[src/design/i2cs_defs.svh]
`ifndef I2CS_DEFS_SVH
`define I2CS_DEFS_SVH

// register byte offsets
`define I2CS_OFS_CTRL 8'h00
`define I2CS_OFS_STAT 8'h04
`define I2CS_OFS_ADDR 8'h08
`define I2CS_OFS_DATA 8'h0c
`define I2CS_OFS_TOC 8'h10
`define I2CS_OFS_IRQEN 8'h14

// field positions
`define I2CS_CTRL_EN 1
`define I2CS_IRQEN_BIT 0
`define I2CS_TOC_EN 7
`define I2CS_TOC_FLAG 6

// reset values
`define I2CS_STAT_RST 8'h81
`define I2CS_OWN_RST 7'h00
`define I2CS_TOC_RST 8'h00

// time-out step: one slow-clock unit of 32 ticks, in system clocks
`define I2CS_TO_UNIT_CYC 200000

// bus answers
`define I2CS_RESP_OKAY 2'h0
`define I2CS_RESP_SLVERR 2'h2

`endif

[src/design/i2cs_pkg.sv]
package i2cs_pkg;

  typedef enum logic [3:0] {
    S_IDLE,
    S_ADDR,
    S_AACK,
    S_HOLD,
    S_TX,
    S_TACK,
    S_RX,
    S_RACK,
    S_WAIT
  } i2cs_state_t;

  // status/control byte, msb first
  typedef struct packed {
    logic byte_done_flag;
    logic addr_match_flag;
    logic bus_busy_flag;
    logic transmit_select;
    logic ack_out_bit;
    logic master_read_request;
    logic match_wake_enable;
    logic ack_in_flag;
  } i2cs_stat_t;

endpackage

[src/design/i2cs_slave_link.sv]
// Our own choices: the register addresses and the AXI4-Lite slave port.
`include "i2cs_defs.svh"

// Function
// - as receiver, drive ack_out_bit on the 9th clock; 0 acknowledges
// - the 8th bit after START is captured into master_read_request
// - master_read_request reads 1 for a master read, 0 for a write
// - with match_wake_enable set, an address match wakes the device
// - as transmitter, sample master ack on 9th clock into ack_in_flag
// - keep sending while ack_in_flag is 0; on 1 release the data line
// - START is data falling while clock high; it sets bus_busy_flag
// - after START take seven address bits msb first, compare with own address
// - address match sets addr_match_flag and raises the interrupt request
// - after a match hold the clock until data write or dummy read
// - a matching calling address is acknowledged on the bus
// - the slave never generates a START condition
// - byte_done_flag low while moving, high with interrupt at byte end
// - bus_busy_flag clears when a STOP is detected
// - enable rising resets status flags, keeps transmit_select and ack_out_bit
// - data bytes are eight bits, msb first, after the address ack
module i2cs_slave_link
  import i2cs_pkg::*;
#(
  parameter int TO_UNIT_CYC = `I2CS_TO_UNIT_CYC // clocks per time-out step
) (
  input wire logic clk_sys, // system clock
  input wire logic rst_b, // async reset
  input wire logic s_axi_awvalid, // write address valid
  output logic s_axi_awready, // write address ready
  input wire logic [7:0] s_axi_awaddr, // write byte address
  input wire logic s_axi_wvalid, // write data valid
  output logic s_axi_wready, // write data ready
  input wire logic [31:0] s_axi_wdata, // write data
  input wire logic [3:0] s_axi_wstrb, // byte enables
  output logic s_axi_bvalid, // write response valid
  input wire logic s_axi_bready, // write response ready
  output logic [1:0] s_axi_bresp, // write response
  input wire logic s_axi_arvalid, // read address valid
  output logic s_axi_arready, // read address ready
  input wire logic [7:0] s_axi_araddr, // read byte address
  output logic s_axi_rvalid, // read data valid
  input wire logic s_axi_rready, // read data ready
  output logic [31:0] s_axi_rdata, // read data
  output logic [1:0] s_axi_rresp, // read response
  input wire logic scl_i, // clock line level
  output logic scl_o, // clock line drive value
  output logic scl_oe_b, // clock line drive, low drives
  input wire logic sda_i, // data line level
  output logic sda_o, // data line drive value
  output logic sda_oe_b, // data line drive, low drives
  input wire logic low_power, // cpu is in sleep or idle
  output logic irq_req, // interrupt request pulse
  output logic wake_req // wake-up request pulse
);

  i2cs_state_t state_reg;
  i2cs_stat_t st_reg;
  logic en_reg;
  logic en_d_reg;
  logic irq_en_reg;
  logic [6:0] own_reg;
  logic [7:0] data_reg;
  logic [7:0] sh_reg;
  logic [3:0] cnt_reg;
  logic toen_reg;
  logic tof_reg;
  logic [5:0] tos_reg;
  logic [23:0] to_cnt_reg;
  logic ev_match_reg;
  logic ev_done_reg;
  logic [7:0] wa_reg;
  logic [31:0] wd_reg;
  logic [3:0] ws_reg;
  logic scl_s1_reg, scl_s2_reg, scl_s3_reg;
  logic sda_s1_reg, sda_s2_reg, sda_s3_reg;

  // ---- pin sampling ----
  always_ff @(posedge clk_sys or negedge rst_b) begin
    if (!rst_b) begin
      scl_s1_reg <= 1'b1;
      scl_s2_reg <= 1'b1;
      scl_s3_reg <= 1'b1;
      sda_s1_reg <= 1'b1;
      sda_s2_reg <= 1'b1;
      sda_s3_reg <= 1'b1;
    end else begin
      scl_s1_reg <= scl_i;
      scl_s2_reg <= scl_s1_reg;
      scl_s3_reg <= scl_s2_reg;
      sda_s1_reg <= sda_i;
      sda_s2_reg <= sda_s1_reg;
      sda_s3_reg <= sda_s2_reg;
    end
  end

  logic scl_rise, scl_fall, bus_start, bus_stop;
  assign scl_rise = scl_s2_reg & ~scl_s3_reg;
  assign scl_fall = ~scl_s2_reg & scl_s3_reg;
  assign bus_start = scl_s2_reg & scl_s3_reg & ~sda_s2_reg & sda_s3_reg;
  assign bus_stop = scl_s2_reg & scl_s3_reg & sda_s2_reg & ~sda_s3_reg;

  // ---- bus slave ----
  logic wr_go, rd_go, wr_hit, rd_hit;
  logic [7:0] rd_val;
  assign wr_go = ~s_axi_awready & ~s_axi_wready & ~s_axi_bvalid;
  assign rd_go = s_axi_arvalid & s_axi_arready;

  function automatic logic wr_sel(input logic [7:0] ofs);
    wr_sel = wr_go && wa_reg == ofs && ws_reg[0];
  endfunction

  logic data_wr, data_rd;
  assign data_wr = wr_sel(`I2CS_OFS_DATA);
  assign data_rd = rd_go && s_axi_araddr == `I2CS_OFS_DATA;

  always_comb begin
    wr_hit = 1'b1;
    case (wa_reg)
      `I2CS_OFS_CTRL, `I2CS_OFS_STAT, `I2CS_OFS_ADDR,
      `I2CS_OFS_DATA, `I2CS_OFS_TOC, `I2CS_OFS_IRQEN: wr_hit = 1'b1;
      default: wr_hit = 1'b0;
    endcase
  end

  always_comb begin
    rd_hit = 1'b1;
    case (s_axi_araddr)
      `I2CS_OFS_CTRL: rd_val = {6'h00, en_reg, 1'b0};
      `I2CS_OFS_STAT: rd_val = st_reg;
      `I2CS_OFS_ADDR: rd_val = {own_reg, 1'b0};
      `I2CS_OFS_DATA: rd_val = data_reg;
      `I2CS_OFS_TOC: rd_val = {toen_reg, tof_reg, tos_reg};
      `I2CS_OFS_IRQEN: rd_val = {7'h00, irq_en_reg};
      default: begin
        rd_val = 8'h00;
        rd_hit = 1'b0;
      end
    endcase
  end

  // write channels are taken in either order, then answered together
  always_ff @(posedge clk_sys or negedge rst_b) begin
    if (!rst_b) begin
      s_axi_awready <= 1'b1;
      s_axi_wready <= 1'b1;
      s_axi_bvalid <= 1'b0;
      s_axi_bresp <= `I2CS_RESP_OKAY;
      wa_reg <= 8'h00;
      wd_reg <= 32'h0000_0000;
      ws_reg <= 4'h0;
    end else begin
      if (s_axi_awvalid && s_axi_awready) begin
        s_axi_awready <= 1'b0;
        wa_reg <= s_axi_awaddr;
      end
      if (s_axi_wvalid && s_axi_wready) begin
        s_axi_wready <= 1'b0;
        wd_reg <= s_axi_wdata;
        ws_reg <= s_axi_wstrb;
      end
      if (wr_go) begin
        s_axi_bvalid <= 1'b1;
        s_axi_bresp <= wr_hit ? `I2CS_RESP_OKAY : `I2CS_RESP_SLVERR;
      end
      if (s_axi_bvalid && s_axi_bready) begin
        s_axi_bvalid <= 1'b0;
        s_axi_awready <= 1'b1;
        s_axi_wready <= 1'b1;
      end
    end
  end

  always_ff @(posedge clk_sys or negedge rst_b) begin
    if (!rst_b) begin
      s_axi_arready <= 1'b1;
      s_axi_rvalid <= 1'b0;
      s_axi_rdata <= 32'h0000_0000;
      s_axi_rresp <= `I2CS_RESP_OKAY;
    end else begin
      if (rd_go) begin
        s_axi_arready <= 1'b0;
        s_axi_rvalid <= 1'b1;
        s_axi_rdata <= {24'h000000, rd_val};
        s_axi_rresp <= rd_hit ? `I2CS_RESP_OKAY : `I2CS_RESP_SLVERR;
      end
      if (s_axi_rvalid && s_axi_rready) begin
        s_axi_rvalid <= 1'b0;
        s_axi_arready <= 1'b1;
      end
    end
  end

  // ---- plain configuration ----
  always_ff @(posedge clk_sys or negedge rst_b) begin
    if (!rst_b) begin
      en_reg <= 1'b0;
      en_d_reg <= 1'b0;
      irq_en_reg <= 1'b0;
      own_reg <= `I2CS_OWN_RST;
    end else begin
      en_d_reg <= en_reg;
      if (wr_sel(`I2CS_OFS_CTRL)) en_reg <= wd_reg[`I2CS_CTRL_EN];
      if (wr_sel(`I2CS_OFS_IRQEN)) irq_en_reg <= wd_reg[`I2CS_IRQEN_BIT];
      if (wr_sel(`I2CS_OFS_ADDR)) own_reg <= wd_reg[7:1];
    end
  end

  // ---- time-out ----
  logic to_run, to_fire;
  logic [23:0] to_lim;
  assign to_run = toen_reg && en_reg && state_reg != S_IDLE
                  && state_reg != S_ADDR && state_reg != S_WAIT;
  assign to_lim = 24'((32'(tos_reg) + 32'd1) * 32'(TO_UNIT_CYC));
  assign to_fire = to_run && to_cnt_reg == to_lim - 24'd1;

  always_ff @(posedge clk_sys or negedge rst_b) begin
    if (!rst_b) begin
      to_cnt_reg <= 24'h000000;
    end else if (!to_run || scl_fall || to_fire) begin
      to_cnt_reg <= 24'h000000;
    end else begin
      to_cnt_reg <= to_cnt_reg + 24'd1;
    end
  end

  always_ff @(posedge clk_sys or negedge rst_b) begin
    if (!rst_b) begin
      {toen_reg, tof_reg, tos_reg} <= `I2CS_TOC_RST;
    end else begin
      if (wr_sel(`I2CS_OFS_TOC)) begin
        toen_reg <= wd_reg[`I2CS_TOC_EN];
        tof_reg <= wd_reg[`I2CS_TOC_FLAG];
        tos_reg <= wd_reg[5:0];
      end
      // a time-out in the clearing cycle still shows
      if (to_fire) begin
        toen_reg <= 1'b0;
        tof_reg <= 1'b1;
      end
    end
  end

  // ---- protocol engine ----
  always_ff @(posedge clk_sys or negedge rst_b) begin
    if (!rst_b) begin
      state_reg <= S_IDLE;
      st_reg <= `I2CS_STAT_RST;
      data_reg <= 8'h00;
      sh_reg <= 8'h00;
      cnt_reg <= 4'h0;
      sda_oe_b <= 1'b1;
      scl_oe_b <= 1'b1;
      ev_match_reg <= 1'b0;
      ev_done_reg <= 1'b0;
    end else begin
      ev_match_reg <= 1'b0;
      ev_done_reg <= 1'b0;
      if (data_wr) data_reg <= wd_reg[7:0];
      if (wr_sel(`I2CS_OFS_STAT)) begin
        st_reg.transmit_select <= wd_reg[4];
        st_reg.ack_out_bit <= wd_reg[3];
        st_reg.match_wake_enable <= wd_reg[1];
      end
      if (!en_reg || to_fire) begin
        state_reg <= S_IDLE;
        sda_oe_b <= 1'b1;
        scl_oe_b <= 1'b1;
        if (to_fire) st_reg <= `I2CS_STAT_RST;
      end else if (!en_d_reg) begin
        st_reg.byte_done_flag <= 1'b1;
        st_reg.addr_match_flag <= 1'b0;
        st_reg.bus_busy_flag <= 1'b0;
        st_reg.master_read_request <= 1'b0;
        st_reg.ack_in_flag <= 1'b1;
      end else if (bus_start) begin
        // only ever detected, never driven: lines change only while clock low
        st_reg.bus_busy_flag <= 1'b1;
        st_reg.addr_match_flag <= 1'b0;
        state_reg <= S_ADDR;
        cnt_reg <= 4'h0;
        sda_oe_b <= 1'b1;
        scl_oe_b <= 1'b1;
      end else if (bus_stop) begin
        st_reg.bus_busy_flag <= 1'b0;
        state_reg <= S_IDLE;
        sda_oe_b <= 1'b1;
        scl_oe_b <= 1'b1;
      end else begin
        case (state_reg)
          S_ADDR: begin
            if (scl_rise) begin
              sh_reg <= {sh_reg[6:0], sda_s2_reg};
              cnt_reg <= cnt_reg + 4'd1;
            end else if (scl_fall && cnt_reg == 4'd8) begin
              if (sh_reg[7:1] == own_reg) begin
                st_reg.addr_match_flag <= 1'b1;
                st_reg.master_read_request <= sh_reg[0];
                ev_match_reg <= 1'b1;
                sda_oe_b <= 1'b0;
                state_reg <= S_AACK;
              end else begin
                state_reg <= S_WAIT;
              end
            end
          end
          S_AACK: begin
            if (scl_fall) begin
              sda_oe_b <= 1'b1;
              scl_oe_b <= 1'b0;
              state_reg <= S_HOLD;
            end
          end
          S_HOLD: begin
            // transmit_select picks the direction; the matching data access frees the clock
            if (st_reg.transmit_select && data_wr) begin
              sh_reg <= wd_reg[7:0];
              sda_oe_b <= wd_reg[7];
              cnt_reg <= 4'h0;
              st_reg.byte_done_flag <= 1'b0;
              scl_oe_b <= 1'b1;
              state_reg <= S_TX;
            end else if (!st_reg.transmit_select && data_rd) begin
              cnt_reg <= 4'h0;
              st_reg.byte_done_flag <= 1'b0;
              scl_oe_b <= 1'b1;
              state_reg <= S_RX;
            end
          end
          S_TX: begin
            if (scl_fall) begin
              if (cnt_reg == 4'd7) begin
                sda_oe_b <= 1'b1;
                state_reg <= S_TACK;
              end else begin
                sh_reg <= {sh_reg[6:0], 1'b0};
                sda_oe_b <= sh_reg[6];
                cnt_reg <= cnt_reg + 4'd1;
              end
            end
          end
          S_TACK: begin
            if (scl_rise) begin
              st_reg.ack_in_flag <= sda_s2_reg;
            end else if (scl_fall) begin
              st_reg.byte_done_flag <= 1'b1;
              ev_done_reg <= 1'b1;
              if (!st_reg.ack_in_flag) begin
                scl_oe_b <= 1'b0;
                state_reg <= S_HOLD;
              end else begin
                state_reg <= S_WAIT;
              end
            end
          end
          S_RX: begin
            if (scl_rise) begin
              sh_reg <= {sh_reg[6:0], sda_s2_reg};
              cnt_reg <= cnt_reg + 4'd1;
            end else if (scl_fall && cnt_reg == 4'd8) begin
              data_reg <= sh_reg;
              sda_oe_b <= st_reg.ack_out_bit;
              st_reg.byte_done_flag <= 1'b1;
              ev_done_reg <= 1'b1;
              state_reg <= S_RACK;
            end
          end
          S_RACK: begin
            if (scl_fall) begin
              sda_oe_b <= 1'b1;
              scl_oe_b <= 1'b0;
              state_reg <= S_HOLD;
            end
          end
          S_IDLE, S_WAIT: begin
            sda_oe_b <= 1'b1;
            scl_oe_b <= 1'b1;
          end
          default: state_reg <= S_IDLE;
        endcase
      end
    end
  end

  // ---- requests to the cpu ----
  always_ff @(posedge clk_sys or negedge rst_b) begin
    if (!rst_b) begin
      irq_req <= 1'b0;
      wake_req <= 1'b0;
      scl_o <= 1'b0;
      sda_o <= 1'b0;
    end else begin
      irq_req <= irq_en_reg & (ev_match_reg | ev_done_reg | to_fire);
      wake_req <= ev_match_reg & st_reg.match_wake_enable & low_power;
      scl_o <= 1'b0;
      sda_o <= 1'b0;
    end
  end

endmodule

[config.mk]
export PLATFORM = sky130hd
export DESIGN_NAME = i2cs_slave_link
export DESIGN_NICKNAME = d
export VERILOG_FILES = /design/src/design/i2cs_pkg.sv /design/src/design/i2cs_slave_link.sv
export VERILOG_INCLUDE_DIRS = /design/src /design/src/design
export SDC_FILE = /design/constraint.sdc
export NUM_CORES = 1
export LEC_CHECK = 0
export CAP_MARGIN = 20
export CORE_MARGIN = 2
export CORE_UTILIZATION = 40
export CTS_CLUSTER_DIAMETER = 60
export DETAILED_ROUTE_END_ITERATION = 10
export DONT_BUFFER_PORTS = 1
export PLACE_DENSITY = 0.55
export RECOVER_POWER = 25
export SETUP_SLACK_MARGIN = 0.5
export SYNTH_ARGS = -nofsm -noshare
export SYNTH_HDL_FRONTEND = slang
export SYNTH_SLANG_ARGS = --single-unit
[constraint.sdc]
create_clock -name clk_sys -period 17.8 [get_ports clk_sys]
set_input_delay 5.34 -clock clk_sys [delete_from_list [all_inputs] [get_ports clk_sys]]
set_output_delay 5.34 -clock clk_sys [all_outputs]
set_load 0.02 [all_outputs]
Yosys cells after proc, flatten, opt, wreduce, memory -nomap -nowiden
Cells that the tools add are included.
- add/sub/neg operators: 4
- multipliers: 1
- divide/modulo/power cells: 0
- order comparisons: 0
- equality and inequality tests: 68
- shift-type cells: 0
- multiplexer cells: 136
- bitwise logic cells: 25
- reductions and logical operators: 60
- operator list (kind ; number):
    $mux W8 ; 13
    $mux W4 ; 24
    $mux W1 ; 82
    $ne A5 B5 Y1 const B ; 12
    $pmux W8 S6 ; 1
    $eq A8 B4 Y1 const B ; 4
    $eq A8 B5 Y1 const B ; 4
    $ne A4 B4 Y1 const B ; 7
    $pmux W4 S7 ; 1
    $logic_and A1 B1 Y1 ; 25
    $add A24 B1 Y24 const B ; 1
    $eq A24 B24 Y1 ; 1
    $mux W24 ; 1
    $pmux W8 S3 ; 1
    $sub A24 B1 Y24 const B ; 1
    $eq A4 B3 Y1 const B ; 5
    $ne A4 B1 Y1 const B ; 5
    $mul A7 B12 Y18 const B ; 1
    $ne A3 B1 Y1 const B ; 6
    $reduce_and A9 Y1 ; 2
    $eq A8 B3 Y1 const B ; 2
    $logic_not A8 Y1 ; 2
    $reduce_and A7 Y1 ; 2
    $and A1 B1 Y1 ; 13
    39 further kinds ; 78
- flip-flop bits (word level): 120
- latch bits: 0
- memory bits (writable): 0
- bits in read-only memories: 0
- input port bits: 62
- output and inout port bits: 47
- memories: 0

Longest topological paths before layout
Gate-level depths: netlist of run 1.
- depth after elaboration: 13
- depth in mapped cells: 23

Worst setup path before layout of run 1
No wires, ideal clock.
- kind: input to register
- from: input port s_axi_araddr[0]
- to: register cnt_reg[3]
- arrival time: 7.544 ns
- path slack: 10.135 ns
- stages on the path: 9
- buffers on the path: 0
- cells stage by stage: or4_1 nor2_1 nand2_1 nor4_1 o21ai_0 a21oi_1 o21ai_0 or3_2 a22o_1
- word-level cells in the longest chain between the ends: 5
- ends and longest elaborated chain (what ; RTL line ; RTL):
    start: declaration ; i2cs_slave_link.sv:40 ; input wire logic [7:0] s_axi_araddr,
    $eq A8 B4 Y1 ; -- ;
    $logic_and A1 B1 Y1 (no source line) ; -- ;
    $logic_and A1 B1 Y1 ; i2cs_slave_link.sv:322 ; end else if (!st_reg.transmit_select && data_rd) begin
    $ne A4 B4 Y1 (no source line) ; -- ;
    $reduce_and A8 Y1 (no source line) ; -- ;
    end signal: assignment ; i2cs_slave_link.sv:293 ; cnt_reg <= cnt_reg + 4'd1;
    end signal: assignment ; i2cs_slave_link.sv:337 ; cnt_reg <= cnt_reg + 4'd1;
    end signal: assignment ; i2cs_slave_link.sv:358 ; cnt_reg <= cnt_reg + 4'd1;
    end: declaration ; i2cs_slave_link.sv:64 ; logic [3:0] cnt_reg;
No other way between the ends.
A chain may end at the register's enable or synchronous reset.

Final worst setup path of run 1
Same ends and word-level chain as after synthesis.

==> impl_metrics.json, run 1 <==
{
  "ctsLongestPathBuffers": 2,
  "rsz0062_at_grt": "no",
  "pin_count": 109,
  "syn_area_um2": 8480,
  "cts-htree-levels": 4,
  "syn_inst": 880,
  "yosysTopAreaCell": "dfrtp_1",
  "fillCellCount": 2048,
  "drtIter0Drc": 325,
  "p_int_mw": 0.681,
  "via_count": 6420,
  "fin_crit_sh": 0.439,
  "cts_tree": "done",
  "largest_reg_flops": 24,
  "die-width_um": 150,
  "grt_pass1_vias": 6018,
  "wl_met3_um": 811,
  "synthTopCellsByArea": "dfrtp_1 31%, ha_1 8.0%, mux2_2 7.8%, dfstp_2 4.0%, nor2_1 3.7%",
  "holdWs_ns": 0.359,
  "postCtsResizedCells": 0,
  "finalSetupTns_ns": 0,
  "ys.flop_type": "dfrtp_1",
  "r2r-end": "to_cnt_reg[5]",
  "startpoint_type": "input port",
  "wl_per_cell_um": 17.1,
  "synth_top_area_frac": 0.310,
  "root_buffer": "clkbuf_16",
  "worst_pin_slew_ns": 1.10,
  "hp-start": "scl_s1_reg",
  "grt_pass1_wl_um": 32100,
  "fin_skew_ns": 0.00786,
  "drc": 0,
  "slew_headroom": 0.259,
  "yosysMostFrequentCell": "dfrtp_1",
  "drive_above_1_share": 0.146,
  "antenna_found_initial": 1,
  "hold_path.class": "reg2reg",
  "vdd_drop_max_mv": 0.0777,
  "grt-ovfl-total": 0,
  "reg2reg_depth": 20,
  "fin_total_pwr_mw": 1.04,
  "yosysUniqueCellTypes": 78,
  "synth_seq_area_share": 0.350,
  "p_seq_frac": 0.348,
  "critPathArrivalTime_ns": 8.11,
  "die_h_um": 150,
  "drt-pass1-iter-count": 5,
  "ant_nets": 0,
  "status": "finished, final reports clean",
  "grt_use_total": 0.182,
  "rows": 53,
  "highest_layer": "met5",
  "postCtsHoldBufs": 0,
  "r2r-start": "tos_reg[0]",
  "gp_congestion": 0.862,
  "wl_met1_um": 9330,
  "cp-startpoint": "s_axi_araddr[0]",
  "synth-edff-count": 0,
  "routed_wl_um": 19800,
  "hold_viol": 0,
  "start_util": 0.406,
  "dieArea_um2": 22400,
  "critical_path.endpoint": "cnt_reg[3]",
  "clk_latency_ns": 0.42,
  "cts_setup_buffers": 0,
  "fmax_mhz": 128,
  "hpwl_um": 15000,
  "p_leak_nw": 4.18,
  "cts_sinks": 118,
  "switching_share": 0.347,
  "maxCapViolations": 0,
  "synthTopCellsByCount": "105 x dfrtp_1, 83 x nor2_1, 59 x mux2_2, 59 x nand2_1, 54 x ha_1",
  "comb_power_share": 0.317,
  "wl_met2_um": 9480,
  "p_switching_mw": 0.362,
  "crit_path_end_kind": "flop",
  "yosysWarnings": 0,
  "portBuffers": 0,
  "finalNetCount": 992,
  "numCtsBuffers": 17,
  "async_flop_share": 1.00,
  "slew_violations": 0,
  "core_area_um2": 20900,
  "setup_viol": 0,
  "routed_via_density": 5.55,
  "pwr-share-clk": 0.335,
  "clk_pin_slew_ns": 0.05,
  "n_antenna_cell": 0,
  "required_ns": 18.10,
  "grt_max_degree": 119,
  "ys_ff_latch": 118,
  "area_growth_pct": 8.41,
  "r2r_slack_ns": 10.45,
  "worstPathMaxFanout": 8,
  "period_minus_slack_ns": 7.81,
  "avgSynthCellArea_um2": 9.64,
  "power.density_nw_per_um2": 113,
  "crit_type": "in2reg"
}
per-stage QoR:
step           utilization  instances  instance area [µm²]  setup slack [ns]
6_report             0.440       1156                 9200              9.99
5_1_grt              0.440       1156                 9200              9.67
4_1_cts              0.440       1156                 9200              9.96
3_5_place_dp         0.411       1125                 8590              9.52
3_3_place_gp         0.411       1125                 8590              9.55
2_1_floorplan            -        907                 8580             10.13
cells by family (layout without fill, tap and decap cells):
| logic type | Yosys count | count (layout) | synth area share |
|---|---|---|---|
| compound gates | 175 | 175 | 0.147 |
| mux | 79 | 79 | 0.104 |
| buf+inv | 87 | 61 | 0.0534 |
| flops | 118 | 118 | 0.350 |
| xor+xnor | 61 | 61 | 0.0695 |
| fa+ha+maj | 61 | 61 | 0.0962 |
| simple gates | 298 | 298 | 0.180 |
| other cells | 1 | 28 | 0.000442 |
cell type report:
type                            instances  area [µm²]  area share
Tap cell                              275         344      0.0374
Sequential cell                       118        2970       0.323
Clock buffer                           17         425      0.0463
Timing Repair Buffer                    2        15.0     0.00163
Multi-Input combinational cell        702        5160       0.561
Inverter                               28         105      0.0114
Clock inverter                         14         175      0.0191
routing by layer:
metal	GRT usage	up-vias
li1	-	3137
met1	0.250	3171
met2	0.292	97
met3	0.0427	13
met4	0.0386	2
met5	0	-
power by group through the flow:
stage,clock network (mW),registers [mW],logic [mW]
global route,0.370,0.370,0.371
CTS,0.357,0.362,0.333
floorplan,0,0.346,0.284
global placement,0,0.367,0.328
finish,0.349,0.363,0.331
detailed placement,0,0.366,0.331
cell usage in the layout, fill, tap and decap left out, drive strengths merged, types with 7 or more instances in the layout:
cell,instances
dfrtp,105
nor2,83
mux2,63
nand2,59
ha,54
a21oi,36
o21ai,36
xnor2,34
nand3,33
inv,32
conb,28
xor2,23
and3,19
nor2b,17
clkbuf,17
mux2i,16
nor3,15
dfstp,13
or3,13
a21o,12
a221oi,11
nand4,9
and2,9
nand2b,8
nor4,8
fa,7
a211oi,7
how the worst min path moves through the flow:
stage / to / slack [ns] / cells after the start
3_5_place_dp: scl_s2_reg / 0.35 / 0
2_1_floorplan: scl_s2_reg / 0.35 / 0
3_3_place_gp: scl_s2_reg / 0.35 / 0
4_1_cts: scl_s2_reg / 0.36 / 0
6_report: scl_s2_reg / 0.36 / 0
5_1_grt: sda_s2_reg / 0.36 / 0
worst max-delay path, cell delays in order:
cell     delay, ns
or4_1         0.50
nor2_1        0.36
nand2_1       0.30
nor4_1        0.41
o21ai_0       0.15
a21oi_1       0.27
o21ai_0       0.12
or3_2         0.41
a22o_1        0.23
Note: power is estimated with default switching activity, not from simulation.
==> inputs of run 2 (changes only) <==
clock period = 7.64 ns   (was 17.8 ns; I/O delays follow)
==> run 2 against run 1 <==
Final area rose by 1.0%. Die area unchanged. First-iteration DRC count grew 3.1%. Global-route usage barely moved. Via count decreased by 0.39%. Largest power group unchanged. Core utilization rose by 0.46 points. Routed wire length is 0.11% higher. Highest routed layer unchanged.
==> impl_metrics.json, run 2 (same netlist as run 1, synthesis figures left out) <==
{
  "status": "finished, final reports clean",
  "cts_tree": "done",
  "maxCapViolations": 0,
  "required_ns": 7.94,
  "cts_sinks": 118,
  "ctsLongestPathBuffers": 2,
  "hpwl_um": 15000,
  "grt-ovfl-total": 0,
  "clk_latency_ns": 0.42,
  "root_buffer": "clkbuf_16",
  "finalNetCount": 1001,
  "setup_slack_ns": 0.928,
  "pre_cts_slack_ns": 0.745,
  "pin_count": 109,
  "setup_viol": 0,
  "area_growth_pct": 9.53,
  "period_minus_slack_ns": 6.71,
  "grt_pass1_wl_um": 32000,
  "hold_viol": 0,
  "grt_use_total": 0.181,
  "fin_crit_sh": 0.879,
  "worst_pin_slew_ns": 0.986,
  "drt-pass1-iter-count": 5,
  "clk_pin_slew_ns": 0.06,
  "portBuffers": 0,
  "gp_congestion": 0.854,
  "slew_headroom": 0.337,
  "routed_wl_um": 19800,
  "fillCellCount": 2064,
  "worstPathMaxFanout": 11,
  "drc": 0,
  "critPathArrivalTime_ns": 7.01,
  "finalSetupTns_ns": 0,
  "drive_above_1_share": 0.157,
  "routed_via_density": 5.48,
  "vdd_drop_max_mv": 0.181,
  "start_util": 0.406,
  "final_common_cell": "dfrtp_1",
  "numCtsBuffers": 17,
  "fin_skew_ns": 0.0115,
  "power.density_nw_per_um2": 266,
  "wl_per_cell_um": 17.0,
  "final_util": 0.445,
  "die-width_um": 150,
  "layout_common_cells": "105 x dfrtp_1, 83 x nor2_1, 59 x nand2_1, 59 x mux2_2, 54 x ha_1",
  "n_antenna_cell": 0,
  "crit_type": "reg2reg",
  "postCtsResizedCells": 0,
  "grt_max_degree": 119,
  "rows": 53,
  "drtIter0Drc": 335,
  "postCtsHoldBufs": 0,
  "p_leak_nw": 4.25,
  "slew_violations": 0,
  "dieArea_um2": 22400,
  "hold_path.class": "reg2reg",
  "largest_reg_flops": 24,
  "ant_nets": 0,
  "via_count": 6395,
  "core_area_um2": 20900,
  "die_h_um": 150,
  "antenna_found_initial": 1,
  "cts_setup_buffers": 0,
  "multi_input_area_um2": 5170,
  "seq_area_um2": 2970,
  "fmax_mhz": 149,
  "grt_pass1_vias": 6145,
  "cts-htree-levels": 4,
  "startpoint_type": "flop",
  "crit_path_end_kind": "flop",
  "rsz0062_at_grt": "no",
  "fin_total_pwr_mw": 2.47
}
==> run 2: path summary, 6_finish.rpt <==
path                       startpoint          to  slack [ns]  depth (start not counted)
max                        tos_reg[0]   sh_reg[6]        0.93                         21
min                        sda_s1_reg  sda_s2_reg        0.36                          0
max reg2reg                tos_reg[0]   sh_reg[6]        0.93                         21
min reg2reg                sda_s1_reg  sda_s2_reg        0.36                          0
max in group asynchronous       rst_b  sda_s3_reg        5.80                          0
min in group asynchronous       rst_b   wa_reg[7]        1.57                          0
==> run 2: through the flow <==
stage / hold WS [ns] / cells / cell area [µm²]
finish: 0.362 / 1166 / 9290
global route: 0.370 / 1166 / 9290
CTS: 0.356 / 1166 / 9290
detailed placement: 0.347 / 1134 / 8670
global placement: 0.346 / 1134 / 8670
floorplan: 0.345 / 907 / 8580
==> run 2: critical path, stage by stage (launching register included) <==
cell	delay (ns)
dfrtp_1	0.53
ha_1	0.28
nand3_1	0.13
nor2_1	0.30
ha_1	0.24
inv_1	0.07
fa_1	0.49
fa_1	0.54
inv_1	0.04
ha_1	0.29
ha_1	0.40
o211a_1	0.18
a211o_1	0.39
o221ai_1	0.38
nand4_1	0.36
nor3_1	0.36
a21boi_0	0.16
o21a_1	0.23
o2111a_4	0.36
nor4_4	0.28
buf_4	0.22
mux2_2	0.34
==> run 2: per-layer routing <==
| layer | up-vias | global-route usage | share of wire |
|---|---|---|---|
| met1 | 3100 | 0.245 | 0.47 |
| met5 | - | 0 | 0.00066 |
| met2 | 121 | 0.292 | 0.47 |
| met3 | 20 | 0.0421 | 0.046 |
| met4 | 2 | 0.0500 | 0.012 |
| li1 | 3152 | - | - |
==> run 2: where the power goes <==
group	leakage, nW	internal (mW)	total (mW)	switching [mW]
registers	1.55	0.723	0.845	0.123
clock network	0.298	0.496	0.832	0.336
logic	2.40	0.360	0.790	0.430
total	4.25	1.58	2.47	0.888
==> run 2: final cells by class <==
type / instances / area share
clock buffer: 17 / 0.0458
inverter: 28 / 0.0113
clock inverter: 15 / 0.0199
sequential: 118 / 0.320
tap: 275 / 0.0370
timing repair buffer: 11 / 0.0102
multi-input combinational: 702 / 0.556
